<file path="src/hdl/hscap_pkg.sv">
// What this block does
// RULE1 - Capability ID byte at 5Ch reads 06h
// RULE2 - Next-item pointer at 5Dh reads 00h
// RULE3 - Board-ready set once when ready after reset
// RULE4 - Removal-pending set when ejector opens, board-ready clear
// RULE5 - Software writes never set either flag
// RULE6 - Enumeration output follows either flag set
// RULE7 - Mask bit gates output, flags still set
// RULE8 - Lamp held high until preload done, ejector closed
// RULE9 - Afterwards lamp follows LED control bit
// RULE10 - Reserved control bits read zero, ignore writes
// RULE11 - Control/status byte resets to 00h
// RULE12 - Write one clears a flag; zero keeps it
package hscap_pkg;

  // Configuration space placement
  localparam logic [7:0]  HSCAP_ID_OFFSET    = 8'h5C;  // Capability identifier byte
  localparam logic [7:0]  HSCAP_NEXT_OFFSET  = 8'h5D;  // Next-item pointer byte
  localparam logic [7:0]  HSCAP_CSR_OFFSET   = 8'h5E;  // Control/status byte
  localparam logic [5:0]  HSCAP_DWORD_INDEX  = 6'h17;  // Dword holding the three bytes

  // Constant contents
  localparam logic [7:0]  HSCAP_ID_VALUE     = 8'h06;  // Hot swap capability code
  localparam logic [7:0]  HSCAP_NEXT_VALUE   = 8'h00;  // End of capability list
  localparam logic [7:0]  HSCAP_CSR_RESET    = 8'h00;  // Control/status after reset

  // Control/status byte fields
  localparam int          HSCAP_READY_BIT    = 7;      // Board-ready flag
  localparam int          HSCAP_REMOVE_BIT   = 6;      // Removal-pending flag
  localparam int          HSCAP_LED_BIT      = 3;      // LED drive bit
  localparam int          HSCAP_MASK_BIT     = 1;      // Enumeration mask bit

  // Configuration access request
  typedef struct packed {
    logic        rd;     // Read strobe, one cycle
    logic        wr;     // Write strobe, one cycle
    logic [7:2]  addr;   // Dword address
    logic [3:0]  be;     // Byte enables
    logic [31:0] wdata;  // Write data
  } hscap_req_s;

  // Hardware status inputs from the misc control register
  typedef struct packed {
    logic rom_preload_busy;   // Serial ROM preload running
    logic ejector_open_flag;  // Ejector handle open
  } hscap_stat_s;

endpackage : hscap_pkg

</file>
<file path="src/hdl/hscap_regs.sv">
`timescale 1ns/1ps
module hscap_regs
  import hscap_pkg::*;
(
  input  wire logic        clk_i,       // Bus clock, 125 MHz
  input  wire logic        reset_n_i,   // Bus reset, async, active low
  input  wire hscap_req_s  cfg_req_i,   // Configuration access
  input  wire hscap_stat_s hw_stat_i,   // Preload and ejector status
  output logic [31:0]      cfg_rdata_o, // Read data, registered
  output logic             cfg_rvalid_o, // Read data valid pulse
  output logic             enumeration_signal_out_o, // Enumeration request, high active
  output logic             status_lamp_out_o         // Status lamp drive
);

  // Whole block state
  typedef struct packed {
    logic        board_ready_flag;     // Insertion complete
    logic        removal_pending_flag; // Extraction requested
    logic        led_drive_bit;        // Lamp control by software
    logic        enum_mask_bit;        // Enumeration output mask
    logic        ready_armed;          // Board-ready may still fire
    logic        lamp_released;        // Lamp handed to software
    logic        enum_out;             // Enumeration output flop
    logic        lamp_out;             // Lamp output flop
    logic        rvalid;               // Read answer valid
    logic [31:0] rdata;                // Read answer data
  } hscap_state_s;

  hscap_state_s state_reg;   // Registered state
  hscap_state_s state_next;  // Next state

  logic       hit;        // Access targets our dword
  logic       csr_wr;     // Write to control/status lane
  logic [7:0] csr_wbyte;  // Written control/status byte
  logic       ready_set;  // Hardware sets board-ready
  logic       remove_set; // Hardware sets removal-pending
  logic       ready_clr;  // Software clears board-ready
  logic       remove_clr; // Software clears removal-pending
  logic [7:0] csr_view;   // Control/status as read

  // Decode and flag conditions
  always_comb begin
    hit        = (cfg_req_i.addr == HSCAP_DWORD_INDEX);
    csr_wr     = cfg_req_i.wr && hit && cfg_req_i.be[2];
    csr_wbyte  = cfg_req_i.wdata[23:16];
    // Only hardware conditions may set the flags [RULE5]
    ready_set  = state_reg.ready_armed && !hw_stat_i.rom_preload_busy
                 && !hw_stat_i.ejector_open_flag
                 && !state_reg.removal_pending_flag;        // [RULE3]
    remove_set = hw_stat_i.ejector_open_flag
                 && !state_reg.board_ready_flag;            // [RULE4]
    ready_clr  = csr_wr && csr_wbyte[HSCAP_READY_BIT];      // [RULE12]
    remove_clr = csr_wr && csr_wbyte[HSCAP_REMOVE_BIT];     // [RULE12]
    // Reserved bits always zero [RULE10]
    csr_view   = 8'h00;
    csr_view[HSCAP_READY_BIT]  = state_reg.board_ready_flag;
    csr_view[HSCAP_REMOVE_BIT] = state_reg.removal_pending_flag;
    csr_view[HSCAP_LED_BIT]    = state_reg.led_drive_bit;
    csr_view[HSCAP_MASK_BIT]   = state_reg.enum_mask_bit;
  end

  // Next state
  always_comb begin
    state_next = state_reg;
    // Set wins over a clear in the same cycle
    state_next.board_ready_flag = ready_set
      || (state_reg.board_ready_flag && !ready_clr);        // [RULE3] [RULE12]
    state_next.removal_pending_flag = remove_set
      || (state_reg.removal_pending_flag && !remove_clr);   // [RULE4] [RULE12]
    // Board-ready fires only once per reset
    if (ready_set) begin
      state_next.ready_armed = 1'b0;                        // [RULE3]
    end
    // Writable control bits; reserved bits dropped
    if (csr_wr) begin
      state_next.led_drive_bit = csr_wbyte[HSCAP_LED_BIT];  // [RULE10]
      state_next.enum_mask_bit = csr_wbyte[HSCAP_MASK_BIT];
    end
    // Lamp released once preload done and ejector closed
    if (!hw_stat_i.rom_preload_busy && !hw_stat_i.ejector_open_flag) begin
      state_next.lamp_released = 1'b1;                      // [RULE8]
    end
    // Enumeration output from either flag, gated by mask
    state_next.enum_out = (state_next.board_ready_flag
                           || state_next.removal_pending_flag)
                          && !state_next.enum_mask_bit;     // [RULE6] [RULE7]
    // Lamp high until released, then software bit
    state_next.lamp_out = state_next.lamp_released
                          ? state_next.led_drive_bit : 1'b1; // [RULE8] [RULE9]
    // Read answer
    state_next.rvalid = cfg_req_i.rd;
    state_next.rdata  = 32'h0000_0000;
    if (cfg_req_i.rd && hit) begin
      state_next.rdata = {8'h00, csr_view, HSCAP_NEXT_VALUE,
                          HSCAP_ID_VALUE};                  // [RULE1] [RULE2]
    end
  end

  // State register
  always_ff @(posedge clk_i or negedge reset_n_i) begin
    if (!reset_n_i) begin
      // Control/status byte to 00h, lamp held high [RULE11]
      state_reg <= '{board_ready_flag:     HSCAP_CSR_RESET[HSCAP_READY_BIT],  // Flag clear
                     removal_pending_flag: HSCAP_CSR_RESET[HSCAP_REMOVE_BIT], // Flag clear
                     led_drive_bit:        HSCAP_CSR_RESET[HSCAP_LED_BIT],    // LED bit off
                     enum_mask_bit:        HSCAP_CSR_RESET[HSCAP_MASK_BIT],   // Output enabled
                     ready_armed:          1'b1,                              // May fire once
                     lamp_released:        1'b0,                              // Lamp held
                     enum_out:             1'b0,                              // No request
                     lamp_out:             1'b1,                              // Lamp high
                     rvalid:               1'b0,                              // No answer
                     rdata:                32'h0000_0000};                    // Bus quiet
    end else begin
      state_reg <= state_next;
    end
  end

  // Outputs straight from flops
  assign cfg_rdata_o              = state_reg.rdata;
  assign cfg_rvalid_o             = state_reg.rvalid;
  assign enumeration_signal_out_o = state_reg.enum_out;
  assign status_lamp_out_o        = state_reg.lamp_out;

  // Checks sit beside the logic; each label carries its rule

  // Read path: constant bytes, answer timing, reserved bits

  // Identifier and pointer bytes of every hit read
  AST_ID_READ: assert property (@(posedge clk_i) disable iff (!reset_n_i) // [RULE1] [RULE2]
    cfg_req_i.rd && hit |=> cfg_rdata_o[7:0] == 8'h06 && cfg_rdata_o[15:8] == 8'h00)
    else $error("capability id or pointer wrong");

  // Every read is answered one cycle later
  AST_RD_VALID: assert property (@(posedge clk_i) disable iff (!reset_n_i) // [RULE1]
    cfg_req_i.rd |=> cfg_rvalid_o)
    else $error("read answer missing");

  // No read, no answer and a quiet data bus
  AST_RD_QUIET: assert property (@(posedge clk_i) disable iff (!reset_n_i) // [RULE2]
    !cfg_req_i.rd |=> !cfg_rvalid_o && cfg_rdata_o == 32'h0000_0000)
    else $error("read answer without request");

  // Reads of other dwords return zero
  AST_RD_MISS: assert property (@(posedge clk_i) disable iff (!reset_n_i) // [RULE1]
    cfg_req_i.rd && !hit |=> cfg_rdata_o == 32'h0000_0000)
    else $error("foreign dword read nonzero");

  // Reserved control/status bits read zero
  AST_RSVD_ZERO: assert property (@(posedge clk_i) disable iff (!reset_n_i) // [RULE10]
    cfg_rvalid_o |-> cfg_rdata_o[21:20] == 2'b00 && !cfg_rdata_o[18] && !cfg_rdata_o[16])
    else $error("reserved control bit nonzero");

  // Byte above the control/status byte reads zero
  AST_TOP_ZERO: assert property (@(posedge clk_i) disable iff (!reset_n_i) // [RULE10]
    cfg_rvalid_o |-> cfg_rdata_o[31:24] == 8'h00)
    else $error("upper byte nonzero");

  // Control/status lane shows the state of the read cycle
  AST_CSR_READ: assert property (@(posedge clk_i) disable iff (!reset_n_i) // [RULE10]
    cfg_req_i.rd && hit |=> cfg_rdata_o[23:16] == $past(csr_view))
    else $error("control byte read wrong");

  // Flag setting by hardware only

  // Board-ready set the cycle after its condition, then disarmed
  AST_READY_SET: assert property (@(posedge clk_i) disable iff (!reset_n_i) // [RULE3]
    ready_set |=> state_reg.board_ready_flag ##1 !ready_set)
    else $error("board ready not set once");

  // Board-ready only rises out of its full condition
  AST_READY_COND: assert property (@(posedge clk_i) disable iff (!reset_n_i) // [RULE3]
    $rose(state_reg.board_ready_flag) |-> !$past(hw_stat_i.rom_preload_busy)
    && !$past(hw_stat_i.ejector_open_flag) && !$past(state_reg.removal_pending_flag))
    else $error("board ready set too early");

  // A cleared board-ready is still clear in the cycle after it falls
  AST_READY_ONCE: assert property (@(posedge clk_i) disable iff (!reset_n_i) // [RULE3]
    $fell(state_reg.board_ready_flag) |=> !state_reg.board_ready_flag)
    else $error("board ready set twice");

  // Removal-pending follows an open ejector while board-ready is clear
  AST_REMOVE_SET: assert property (@(posedge clk_i) disable iff (!reset_n_i) // [RULE4]
    hw_stat_i.ejector_open_flag && !state_reg.board_ready_flag
    |=> state_reg.removal_pending_flag)
    else $error("removal pending not set");

  // Removal-pending only rises out of its condition
  AST_REMOVE_COND: assert property (@(posedge clk_i) disable iff (!reset_n_i) // [RULE4]
    $rose(state_reg.removal_pending_flag) |-> $past(hw_stat_i.ejector_open_flag)
    && !$past(state_reg.board_ready_flag))
    else $error("removal pending set without cause");

  // Software cannot set board-ready
  AST_NO_SW_SET: assert property (@(posedge clk_i) disable iff (!reset_n_i) // [RULE5]
    csr_wr && !state_reg.board_ready_flag && !ready_set |=> !state_reg.board_ready_flag)
    else $error("software set board ready");

  // Software cannot set removal-pending
  AST_NO_SW_SET_RM: assert property (@(posedge clk_i) disable iff (!reset_n_i) // [RULE5]
    csr_wr && !state_reg.removal_pending_flag && !remove_set
    |=> !state_reg.removal_pending_flag)
    else $error("software set removal pending");

  // Enumeration output and its mask

  // A rising flag raises the unmasked output at once
  AST_ENUM_RISE: assert property (@(posedge clk_i) disable iff (!reset_n_i) // [RULE6]
    ($rose(state_reg.board_ready_flag) || $rose(state_reg.removal_pending_flag))
    && !state_reg.enum_mask_bit |-> enumeration_signal_out_o)
    else $error("enumeration output missing");

  // Any set flag drives the unmasked output
  AST_ENUM_ON: assert property (@(posedge clk_i) disable iff (!reset_n_i) // [RULE6]
    (state_reg.board_ready_flag || state_reg.removal_pending_flag)
    && !state_reg.enum_mask_bit |-> enumeration_signal_out_o)
    else $error("enumeration output low with flag set");

  // No flag, no enumeration request
  AST_ENUM_OFF: assert property (@(posedge clk_i) disable iff (!reset_n_i) // [RULE6] [RULE12]
    !state_reg.board_ready_flag && !state_reg.removal_pending_flag
    |-> !enumeration_signal_out_o)
    else $error("enumeration output without flag");

  // Mask bit holds the output low
  AST_MASKED: assert property (@(posedge clk_i) disable iff (!reset_n_i) // [RULE7]
    state_reg.enum_mask_bit |-> !enumeration_signal_out_o)
    else $error("masked enumeration driven");

  // Removal-pending still set while the output is masked
  AST_MASK_FLAGS: assert property (@(posedge clk_i) disable iff (!reset_n_i) // [RULE7]
    remove_set && state_reg.enum_mask_bit |=> state_reg.removal_pending_flag)
    else $error("masked flag not set");

  // Mask bit takes the written value
  AST_MASK_WRITE: assert property (@(posedge clk_i) disable iff (!reset_n_i) // [RULE7]
    csr_wr |=> state_reg.enum_mask_bit == $past(csr_wbyte[HSCAP_MASK_BIT]))
    else $error("mask bit write lost");

  // Status lamp

  // Lamp high until handed to software
  AST_LAMP_HOLD: assert property (@(posedge clk_i) disable iff (!reset_n_i) // [RULE8]
    !state_reg.lamp_released |-> status_lamp_out_o)
    else $error("lamp not held high");

  // Busy preload or open ejector keeps a held lamp high
  AST_LAMP_BUSY: assert property (@(posedge clk_i) disable iff (!reset_n_i) // [RULE8]
    (hw_stat_i.rom_preload_busy || hw_stat_i.ejector_open_flag)
    && !state_reg.lamp_released |=> status_lamp_out_o)
    else $error("lamp released too early");

  // Preload idle and ejector closed hand the lamp over
  AST_RELEASE: assert property (@(posedge clk_i) disable iff (!reset_n_i) // [RULE8]
    !hw_stat_i.rom_preload_busy && !hw_stat_i.ejector_open_flag
    |=> state_reg.lamp_released)
    else $error("lamp not handed over");

  // Lamp follows a written LED bit once released
  AST_LAMP_SW: assert property (@(posedge clk_i) disable iff (!reset_n_i) // [RULE9]
    csr_wr && state_reg.lamp_released |=> status_lamp_out_o == $past(csr_wbyte[3]))
    else $error("lamp ignores led bit");

  // LED bit takes the written value
  AST_LED_WRITE: assert property (@(posedge clk_i) disable iff (!reset_n_i) // [RULE9]
    csr_wr |=> state_reg.led_drive_bit == $past(csr_wbyte[HSCAP_LED_BIT]))
    else $error("led bit write lost");

  // Released lamp level equals the LED bit
  AST_LAMP_FOLLOW: assert property (@(posedge clk_i) disable iff (!reset_n_i) // [RULE9]
    state_reg.lamp_released |-> status_lamp_out_o == state_reg.led_drive_bit)
    else $error("lamp differs from led bit");

  // Reset values

  // Control/status byte reads its reset value after release
  AST_RESET_CSR: assert property (@(posedge clk_i) // [RULE11]
    !$past(reset_n_i) && reset_n_i |-> csr_view == HSCAP_CSR_RESET)
    else $error("control byte not reset");

  // Outputs quiet and lamp high after release
  AST_RESET_OUT: assert property (@(posedge clk_i) // [RULE8] [RULE11]
    !$past(reset_n_i) && reset_n_i
    |-> !enumeration_signal_out_o && status_lamp_out_o && !cfg_rvalid_o)
    else $error("outputs not at reset values");

  // Write one to clear, write zero to keep

  // Clearing board-ready drops the output unless another flag holds it
  AST_W1C: assert property (@(posedge clk_i) disable iff (!reset_n_i) // [RULE12]
    ready_clr && !ready_set |=> !state_reg.board_ready_flag ##1 (!enumeration_signal_out_o
    || state_reg.removal_pending_flag || state_reg.board_ready_flag))
    else $error("write one did not clear");

  // Clearing removal-pending
  AST_W1C_RM: assert property (@(posedge clk_i) disable iff (!reset_n_i) // [RULE12]
    remove_clr && !remove_set |=> !state_reg.removal_pending_flag)
    else $error("write one did not clear removal");

  // Zero in the board-ready bit keeps the flag
  AST_W0_KEEP: assert property (@(posedge clk_i) disable iff (!reset_n_i) // [RULE12]
    csr_wr && !csr_wbyte[HSCAP_READY_BIT] && state_reg.board_ready_flag
    |=> state_reg.board_ready_flag)
    else $error("write zero cleared board ready");

  // Zero in the removal-pending bit keeps the flag
  AST_W0_KEEP_RM: assert property (@(posedge clk_i) disable iff (!reset_n_i) // [RULE12]
    csr_wr && !csr_wbyte[HSCAP_REMOVE_BIT] && state_reg.removal_pending_flag
    |=> state_reg.removal_pending_flag)
    else $error("write zero cleared removal pending");

endmodule : hscap_regs

</file>
<file path="config.mk">
export PLATFORM = sky130hd
export DESIGN_NAME = hscap_regs
export DESIGN_NICKNAME = d
export VERILOG_FILES = /design/src/hdl/hscap_pkg.sv /design/src/hdl/hscap_regs.sv
export SDC_FILE = /design/constraint.sdc
export NUM_CORES = 1
export LEC_CHECK = 0
export BUFFER_PORTS_ARGS = -buffer_cell sky130_fd_sc_hd__buf_4
export CAP_MARGIN = 20
export CORE_MARGIN = 8
export CORE_UTILIZATION = 34
export DETAILED_ROUTE_END_ITERATION = 6
export PLACE_DENSITY = 0.79
export SLEW_MARGIN = 20
export SYNTH_ARGS = -nofsm -noshare
export SYNTH_HDL_FRONTEND = slang
export SYNTH_SLANG_ARGS = --single-unit
</file>
<file path="constraint.sdc">
create_clock -name clk_i -period 1.3 [get_ports clk_i]
set_input_delay 0.13 -clock clk_i [delete_from_list [all_inputs] [get_ports clk_i]]
set_output_delay 0.13 -clock clk_i [all_outputs]
set_load 0.005 [all_outputs]
</file>
==> results of run 1 <==
metrics by stage:
step / worst slack [ns] / cell area (um2) / cells / hold WS, ns
2_1_floorplan: 0.250 / 877 / 95 / -0.166
3_3_place_gp: 0.0786 / 860 / 116 / -0.0213
3_5_place_dp: 0.0525 / 860 / 116 / -0.0179
4_1_cts: 0.227 / 916 / 122 / 0.0491
5_1_grt: 0.143 / 916 / 122 / 0.0608
6_report: 0.224 / 916 / 122 / 0.0590
where the power goes:
group | internal [mW] | switching (mW)
sequential | 0.449 | 0.00412
clock | 0.170 | 0.138
combinational | 0.0588 | 0.0530
final timing paths:
| kind | cells past startpoint | start | end | slack, ns |
|---|---|---|---|---|
| min | 2 | cfg_req_i[23] | csr_view[7] | 0.06 |
| max reg2reg | 3 | state_reg[36] | enumeration_signal_out_o | 0.22 |
| min reg2reg | 1 | state_reg[35] | state_reg[35] | 0.47 |
| min in group asynchronous | 2 | reset_n_i | cfg_rdata_o[23] | 0.23 |
| max | 3 | state_reg[36] | enumeration_signal_out_o | 0.22 |
| max in group asynchronous | 2 | reset_n_i | state_reg[36] | 0.84 |
cell usage in the layout (no fill, tap or decap):
cell type / count
or2_2: 1
nand4b_4: 1
o21ai_1: 1
dlygate4sd3_1: 2
nor3_1: 1
dfstp_2: 2
nor2_4: 1
nand2b_1: 1
a31oi_1: 2
nor2_1: 2
o221ai_1: 1
clkbuf_8: 1
dfrtp_1: 12
mux2_4: 2
inv_1: 2
nand3_1: 1
nand4b_2: 1
conb_1: 26
buf_4: 25
clkbuf_4: 3
o21ba_1: 1
and2_1: 4
nand3b_1: 1
layer usage:
metal  wire, um  vias up
li1           -      217
met1        422      206
met2        885       23
met3        191        0
met4          0        0
met5          0        -
Yosys cell counts:
cell / n / area [um2]
o21ba_1: 1 / 10.0
o221ai_1: 1 / 8.76
mux2_4: 2 / 30.0
conb_1: 1 / 3.75
and2_1: 4 / 25.0
o21ai_1: 1 / 5.00
buf_4: 32 / 240
a31oi_1: 2 / 12.5
nand3b_1: 1 / 7.51
nor3_1: 1 / 5.00
dfrtp_1: 12 / 300
nor2_1: 2 / 7.51
nand3_1: 1 / 5.00
inv_1: 2 / 7.51
nor2_4: 1 / 11.3
nand4b_2: 1 / 15.0
or2_2: 1 / 6.26
nand4b_4: 1 / 23.8
dfstp_2: 2 / 52.6
nand2b_1: 1 / 6.26
cell families after synthesis:
kind of cell           after synthesis  share of synthesized area, %
and+or+nand+nor                     14                          14.4
other                                1                         0.479
buffers and inverters               34                          31.6
muxes                                2                          3.83
DFF                                 14                          45.0
AOI/OAI and AO/OA                    5                          4.63
area by class of cell:
cell class	count	area, um2
Inverter	2	7.51
Multi-Input combinational cell	47	277
Timing Repair Buffer	27	208
Sequential cell	14	353
Tap cell	28	35.0
Fill cell	225	1270
Clock buffer	4	36.3
what timing repair did:
action / in CTS / in global routing
hold buffers: 2 / 0
buffers inserted: 0 / 0
endpoints found under the hold margin: 15 / 0
==> key figures, run 1 <==
Status
  • Status: complete, no violations

Floorplanning
  • Die area: between 0.004 and 0.005 mm2
  • Row count: 17
  • Starting density of the core: between 30% and 40%
  • Core area: 0.00219 mm2
  • Die W: 64.0 um
  • I/O Pins: 83
  • Die height: about 64 um

GRT
  • Initial antenna violation count: 0
  • GRT met2 Usage: 13.9%
  • Layer carrying the most global-route usage: met2
  • Global-route wire length before repair: ~2300 um
  • Largest net degree at the start of global routing: 15
  • Total grt overflow: 0
  • Met1 Use GR: 5.41%
  • Met3 Usage GRT: ~3.5%
  • Total GRT Usage: approximately 7%
  • Number of global-route vias before repair: 507

Clocking
  • Clock latency on the worst-skew pair: 0.27 ns
  • Clock root buffer: clkbuf_4
  • Inserted Clock Buffers: 3
  • H-tree Lvls: 1
  • CTS resizes: 0
  • Clk pin slew, worst setup/hold paths: 0.08 ns
  • CTS tree: yes
  • Clock tree sinks: 14
  • Clk buf depth: 2

Finish
  • Max reg flops: 5
  • Layout area overhead: 16.9%
  • Post-layout net count: ~140
  • Antenna cell count: 0
  • Post-layout util: 41.8%
  • Layout cells sized above 1: 39.4%

Critical path
  • Worst endpoint required time: 1.52 ns
  • Slowest CP cell: dfstp_2
  • Worst path cell trace: nand3_1 -> a31oi_1 -> o21ba_1
  • CP endpoint kind: register
  • Critical Path Max Stage Delay: ~0.55 ns
  • Largest delay share family, worst path: flip-flops
  • Worst Path Arrival: about 1.3 ns
  • Buf/Inv on CP: 0
  • CP max FO: 3
  • Critical Path Source Type: register
  • Worst setup path class: reg -> reg

Placement
  • Hpwl dp: approximately 1300 um
  • GP Congestion: 0.761
  • # port buffers: 25

STA
  • Max Freq: 929 MHz
  • Final Hold Viols: 0
  • Setup TNS: 0 ns
  • Tcrit/Tclk final: between 80% and 90%
  • Final setup fails: 0
  • Unrepaired setup endpoints after global routing: false
  • Slew Limit Fails: 0
  • Post-route clock skew: 0.000594 ns
  • Fin crit period: between 1 and 1.5 ns

Synthesis
  • Post-synthesis instance total: 70
  • Yosys warning count: 0
  • FF+latch count, synth: 14
  • Mean area per synthesized cell: 11.2 um2
  • Post-Syn Area: ~780 um2
  • Sequential area share after synthesis: 45.0%
  • Synth cell types: 20

Run
  • Max_cap viols: 0

Power and ir drop
  • VDD IR max: 0.320 mV
  • Leak: 0.492 nW
  • Total Power: about 870 uW
  • Power per cell area: 954 mW/mm2

Detailed routing
  • DR iter-0 viols: 2
  • DRC Markers: 0
  • WL final: 1500 um
  • Final ANT Viol Nets: 0
  • Vias: 446
  • Avg WL per Cell: 12.3 um
  • Via density: 3.66
  • Pre-antenna DRT Iters: 4

Hold path
  • Worst hold path type: in -> reg
Power figures use the tool's default switching activity.
==> inputs of run 2 (changes only) <==
==> constraint.sdc (replaced) <==
create_clock -name clk_i -period 1.1 [get_ports clk_i]
set_input_delay 0.11 -clock clk_i [delete_from_list [all_inputs] [get_ports clk_i]]
set_output_delay 0.11 -clock clk_i [all_outputs]
set_load 0.005 [all_outputs]
==> run 2 against run 1 <==
Compared with the run above: the flow now finishes with violations (negative setup slack); critical path depth stayed put; sequential power is 18% higher; final cell count is 0.82% higher; largest power group unchanged; critical endpoint unchanged; sequential share of layout area is 1.4 points lower; register-to-register slack worse by 0.22 ns; clock-buffer cell count is 1 lower.
==> key figures, run 2 (synthesis gave the netlist of run 1 again) <==
Clocking
  • H-tree Lvls: 1 (unchanged)
  • Clock latency on the worst-skew pair: 0.28 ns (about the same)
  • Clk buf depth: 2 (unchanged)
  • Clk pin slew, worst setup/hold paths: 0.08 ns (about the same)
  • Clock root buffer: clkbuf_4
  • Inserted Clock Buffers: 3 (unchanged)
  • CTS tree: yes
  • Clock tree sinks: 14 (unchanged)

STA
  • Setup TNS: -0.000541 ns (-0.000541 ns)
  • Worst hold slack: 0.0795 ns (+0.0205 ns)
  • Final setup fails: 1 (+1)
  • Fin crit period: 1.10 ns (+0.0241 ns)
  • Max Freq: 909 MHz (-2.2%)
  • Post-route clock skew: 0.00188 ns (+0.00129 ns)
  • Final setup margin: -0.000541 ns (-0.224 ns)
  • Unrepaired setup endpoints after global routing: true
  • Slew Limit Fails: 0 (unchanged)
  • Final Hold Viols: 0 (unchanged)
  • Tcrit/Tclk final: 100% (+17 points)

Detailed routing
  • Vias: 465 (+4.3%)
  • DRC Markers: 0 (unchanged)
  • Avg WL per Cell: 12.8 um (+4.5%)
  • DR iter-0 viols: 4 (+2)
  • Pre-antenna DRT Iters: 3 (-1)
  • Via density: 3.78 (+3.4%)
  • WL final: 1580 um (+5.4%)
  • Final ANT Viol Nets: 0 (unchanged)

Run
  • Max_cap viols: 0 (unchanged)

Critical path
  • Buf/Inv on CP: 0 (unchanged)
  • Worst R2R Setup Slack: -0.0005 ns (-0.22 ns)
  • R2r endpoint: enumeration_signal_out_o
  • Worst path cell trace: a31oi_2 -> a31oi_4 -> o21ba_1
  • Worst reg2reg path startpoint: state_reg[36]
  • R2R depth: 3 (unchanged)
  • Critical Path Max Stage Delay: 0.58 ns (+0.03 ns)
  • Worst Path Arrival: 1.32 ns (+0.03 ns)
  • Worst endpoint required time: 1.32 ns (-0.20 ns)
  • Largest delay share family, worst path: flip-flops
  • Slowest CP cell: dfstp_2
  • CP endpoint kind: register
  • Critical Path Source Type: register
  • Worst setup path class: reg -> reg
  • Setup crit start: state_reg[36]
  • CP max FO: 3 (unchanged)

Floorplanning
  • Row count: 17 (unchanged)
  • Die area: 0.00410 mm2 (unchanged)
  • Starting density of the core: 35.8% (unchanged)
  • Die height: 64.0 um (unchanged)
  • I/O Pins: 83 (unchanged)
  • Die W: 64.0 um (unchanged)
  • Core area: 0.00219 mm2 (unchanged)

Finish
  • Post-layout util: 43.4% (+1.6 points)
  • Commonest cells after routing, fill and taps aside: buf_4 (27), conb_1 (26), dfrtp_1 (12)
  • FF/Latch Area: 353 um2 (unchanged)
  • Layout cells sized above 1: 44.2% (+4.8 points)
  • Commonest non-fill, non-tap cell in the layout: buf_4
  • Fill cells: 206 (-8.4%)
  • Antenna cell count: 0 (unchanged)
  • Max reg flops: 5 (unchanged)
  • Post-layout net count: 145 (+1.4%)
  • Area of the multi-input gates: 310 um2 (+12%)
  • Post-Layout Cell Count: 123 (+0.82%)
  • Layout area overhead: 21.4%

Hold path
  • Worst hold path type: in -> reg
  • Hold depth: 2 (unchanged)
  • Hold Crit Start: cfg_req_i[17]
  • Hold Path End: csr_view[1]

GRT
  • Largest net degree at the start of global routing: 15 (unchanged)
  • Met3 Usage GRT: 3.48% (unchanged)
  • Number of global-route vias before repair: 516 (+1.8%)
  • Layer carrying the most global-route usage: met2
  • Global-route wire length before repair: 2290 um (+1.2%)
  • GRT met2 Usage: 14.6% (+0.63 points)
  • Total grt overflow: 0 (unchanged)
  • Total GRT Usage: 7.25% (+0.23 points)
  • Met1 Use GR: 5.23% (-0.18 points)
  • Initial antenna violation count: 0 (unchanged)

Placement
  • GP Congestion: 0.765 (+0.43%)
  • Hpwl dp: 1280 um (-2.3%)
  • Placed Cells: 117 (+0.86%)
  • # port buffers: 25 (unchanged)

Power and ir drop
  • Sw Share: 23.9% (+1.5 points)
  • Sequential Power Share: 56.0% (+4.1 points)
  • Net Sw Power: 228 uW (+17%)
  • VDD IR max: 0.378 mV (+18%)
  • Cell-internal power: 729 uW (+7.4%)
  • Combinational power share: 14.3% (+1.5 points)
  • Total Power: 957 uW (+9.6%)
  • Power per cell area: 1010 mW/mm2 (+5.6%)
  • Leak: 0.494 nW (+0.30%)
  • Clock power frac: 29.7% (-5.6 points)

Status
  • Failing checks: negative setup slack
  • Status: complete, but fails checks
[run 2: changes by cell type in the layout (fill, tap and decap cells not counted)]
cell / change
a31oi_4: +1
clkbuf_8: -1
inv_2: +1
nand3_1: -1
buf_4: +2
a31oi_2: +1
inv_1: -1
nand3_4: +1
a31oi_1: -2
[run 2: how the worst max path moves through the flow]
stage | cells after the start | to
finish | 3 | enumeration_signal_out_o
global route | 3 | enumeration_signal_out_o
CTS | 3 | enumeration_signal_out_o
detailed placement | 5 | enumeration_signal_out_o
global placement | 5 | enumeration_signal_out_o
floorplan | 4 | enumeration_signal_out_o
[run 2: power groups by stage]
stage / clock, mW / combinational, mW / sequential (mW)
final: 0.284 / 0.137 / 0.536
after global routing: 0.305 / 0.150 / 0.538
after CTS: 0.283 / 0.132 / 0.536
after detailed placement: 0 / 0.126 / 0.546
after global placement: 0 / 0.122 / 0.546
after floorplan: 0 / 0.113 / 0.546
[run 2: routing by layer]
metal | wire, um | part of all wire (%) | up-vias
li1 | - | - | 222
met5 | 0 | 0 | -
met2 | 927 | 59 | 25
met3 | 192 | 12 | 2
met4 | 27 | 1.7 | 0
met1 | 433 | 27 | 216
[run 2: layout make-up]
| type | count | area share, % |
|---|---|---|
| timing repair buffer | 29 | 23.4 |
| clock buffer | 3 | 2.37 |
| tap | 28 | 3.68 |
| sequential | 14 | 37.1 |
| multi-input combinational | 47 | 32.6 |
| inverter | 2 | 0.789 |
[run 2: per-stage QoR]
stage / area, um2 / setup WS, ns
2_1_floorplan: 877 / 0.0704
3_3_place_gp: 867 / -0.101
3_5_place_dp: 867 / -0.126
4_1_cts: 910 / 0.0257
5_1_grt: 951 / -0.0490
6_report: 951 / -0.000541
[run 2: what timing repair did]
item	in CTS	in global routing
endpoints found under the hold margin	15	0
pin swaps	1	2
setup endpoints to repair	1	1
hold buffers	2	0
buffers inserted	0	1
resized for setup	0	6
[run 2: worst reg2reg max path: cells and delay by family (launching register included)]
| kind | cells | cell delay (ns) |
|---|---|---|
| AO/OA/AOI/OAI | 3 | 0.46 |
| flip-flops | 1 | 0.58 |
==> inputs of run 3 (changes only) <==
--- a/config.mk
+++ b/config.mk
@@ -11,6 +11,7 @@
 export CORE_UTILIZATION = 34
 export DETAILED_ROUTE_END_ITERATION = 6
 export PLACE_DENSITY = 0.79
+export SKIP_CTS_REPAIR_TIMING = 1
 export SLEW_MARGIN = 20
 export SYNTH_ARGS = -nofsm -noshare
 export SYNTH_HDL_FRONTEND = slang
==> run 3 against run 2 <==
Compared with the run above: the run still ends with negative setup slack left; non-clock buffer count stayed put; total power is 0.81% lower; critical endpoint unchanged; wire length is 1.0% lower; worst hold slack better by 0.0031 ns; highest routed layer unchanged; first-iteration DRC count is 25% higher.
==> key figures, run 3 (synthesis gave the netlist of run 1 again) <==
Status
  • Status: complete, but fails checks
  • Failing checks: negative setup slack

Floorplanning
  • Die W: 64.0 um (unchanged)
  • I/O Pins: 83 (unchanged)
  • Die area: 0.00410 mm2 (unchanged)
  • Row count: 17 (unchanged)
  • Starting density of the core: 35.8% (unchanged)
  • Die height: 64.0 um (unchanged)
  • Core area: 0.00219 mm2 (unchanged)

Clocking
  • Clock tree sinks: 14 (unchanged)
  • Clk buf depth: 2 (unchanged)
  • CTS tree: yes
  • Clock root buffer: clkbuf_4
  • Clk pin slew, worst setup/hold paths: 0.08 ns (about the same)
  • Clock latency on the worst-skew pair: 0.28 ns (about the same)
  • H-tree Lvls: 1 (unchanged)
  • Inserted Clock Buffers: 3 (unchanged)

Finish
  • Layout cells sized above 1: 42.1% (-2.1 points)
  • Final Cell Area: 928 um2 (-2.4%)
  • Post-layout util: 42.4% (-1.0 points)
  • Fill cells: 213 (+3.4%)
  • Max reg flops: 5 (unchanged)
  • Post-Layout Cell Count: 123 (unchanged)
  • Antenna cell count: 0 (unchanged)
  • Commonest cells after routing, fill and taps aside: buf_4 (27), conb_1 (26), dfrtp_1 (12)
  • Post-layout net count: 145 (unchanged)
  • Layout area overhead: 18.5%
  • Commonest non-fill, non-tap cell in the layout: buf_4

Placement
  • Worst slack, placed: -0.126 ns (unchanged)
  • Hpwl dp: 1280 um (unchanged)
  • Post-DP Area: 867 um2 (unchanged)
  • # port buffers: 25 (unchanged)
  • Placed Cells: 117 (unchanged)
  • GP Congestion: 0.765 (unchanged)

GRT
  • GRT met2 Usage: 14.6% (unchanged)
  • Met1 Use GR: 5.03% (-0.21 points)
  • Total GRT Usage: 7.18% (-0.072 points)
  • Global-route wire length before repair: 2260 um (-1.2%)
  • Layer carrying the most global-route usage: met2
  • Met3 Usage GRT: 3.48% (unchanged)
  • Largest net degree at the start of global routing: 15 (unchanged)
  • Total grt overflow: 0 (unchanged)
  • Initial antenna violation count: 0 (unchanged)
  • Number of global-route vias before repair: 510 (-1.2%)

Power and ir drop
  • VDD IR max: 0.330 mV (-13%)
  • Total Power: 949 uW (-0.81%)
  • Power per cell area: 1020 mW/mm2 (+1.6%)
  • Leak: 0.496 nW (+0.33%)

STA
  • Post-route clock skew: 0.00634 ns (+0.00446 ns)
  • Slew Limit Fails: 0 (unchanged)
  • Worst hold slack: 0.0826 ns (+0.00307 ns)
  • Final setup fails: 2 (+1)
  • Final setup margin: -0.0155 ns (-0.0150 ns)
  • Max Freq: 896 MHz (-1.3%)
  • Final Hold Viols: 0 (unchanged)
  • Setup TNS: -0.0277 ns (-0.0272 ns)
  • Fin crit period: 1.12 ns (+0.0150 ns)
  • Tcrit/Tclk final: 101% (+1.4 points)

Detailed routing
  • Avg WL per Cell: 12.7 um (-1.0%)
  • DRC Markers: 0 (unchanged)
  • Pre-antenna DRT Iters: 3 (unchanged)
  • Via density: 3.72 (-1.7%)
  • Final ANT Viol Nets: 0 (unchanged)
  • DR iter-0 viols: 5 (+1)
  • WL final: 1560 um (-1.0%)
  • Vias: 457 (-1.7%)

Critical path
  • CP max FO: 3 (unchanged)
  • Critical Path Max Stage Delay: 0.56 ns (-0.02 ns)
  • Worst path cell trace: a31oi_1 -> a31oi_2 -> o21ba_1
  • Critical Path Source Type: register
  • Slowest CP cell: dfstp_2
  • Worst Path Arrival: 1.34 ns (+0.02 ns)
  • Buf/Inv on CP: 0 (unchanged)
  • Worst setup path class: reg -> reg
  • Largest delay share family, worst path: flip-flops
  • CP endpoint kind: register
  • Worst endpoint required time: 1.32 ns (about the same)

Hold path
  • Worst hold path type: in -> reg

Run
  • Max_cap viols: 0 (unchanged)
## run 3: cell types whose count changed in the layout (fill, tap and decap cells not counted)
cell,before,now
nand3_4,1,0
a31oi_4,1,0
inv_2,1,0
inv_1,1,2
a31oi_1,0,1
nand3_2,0,1
## run 3: per-layer routing
| layer | vias up | share of wire, % |
|---|---|---|
| met5 | - | 0 |
| met4 | 0 | 1.7 |
| met3 | 2 | 12 |
| met2 | 25 | 60 |
| met1 | 209 | 26 |
| li1 | 221 | - |
## run 3: cell type report
type | count | area, um2 | area share [%]
sequential | 14 | 353 | 38.0
tap | 28 | 35.0 | 3.77
clock buffer | 3 | 22.5 | 2.43
multi-input combinational | 47 | 288 | 31.0
timing repair buffer | 29 | 223 | 24.0
inverter | 2 | 7.51 | 0.809
## run 3: power breakdown
group / switching (mW) / leakage [nW] / internal [mW] / total (mW)
combinational: 0.0646 / 0.312 / 0.0706 / 0.135
clock: 0.151 / 0.0138 / 0.127 / 0.278
sequential: 0.00496 / 0.170 / 0.531 / 0.536
## run 3: final timing paths
check	start	end	slack (ns)	cells after the start
hold / removal	cfg_req_i[17]	csr_view[1]	0.08	2
hold reg to reg	state_reg[35]	state_reg[35]	0.46	1
max in group asynchronous	reset_n_i	status_lamp_out_o	0.65	2
setup reg to reg	state_reg[36]	enumeration_signal_out_o	-0.02	3
min in group asynchronous	reset_n_i	cfg_rdata_o[23]	0.20	2
setup / recovery	state_reg[36]	enumeration_signal_out_o	-0.02	3
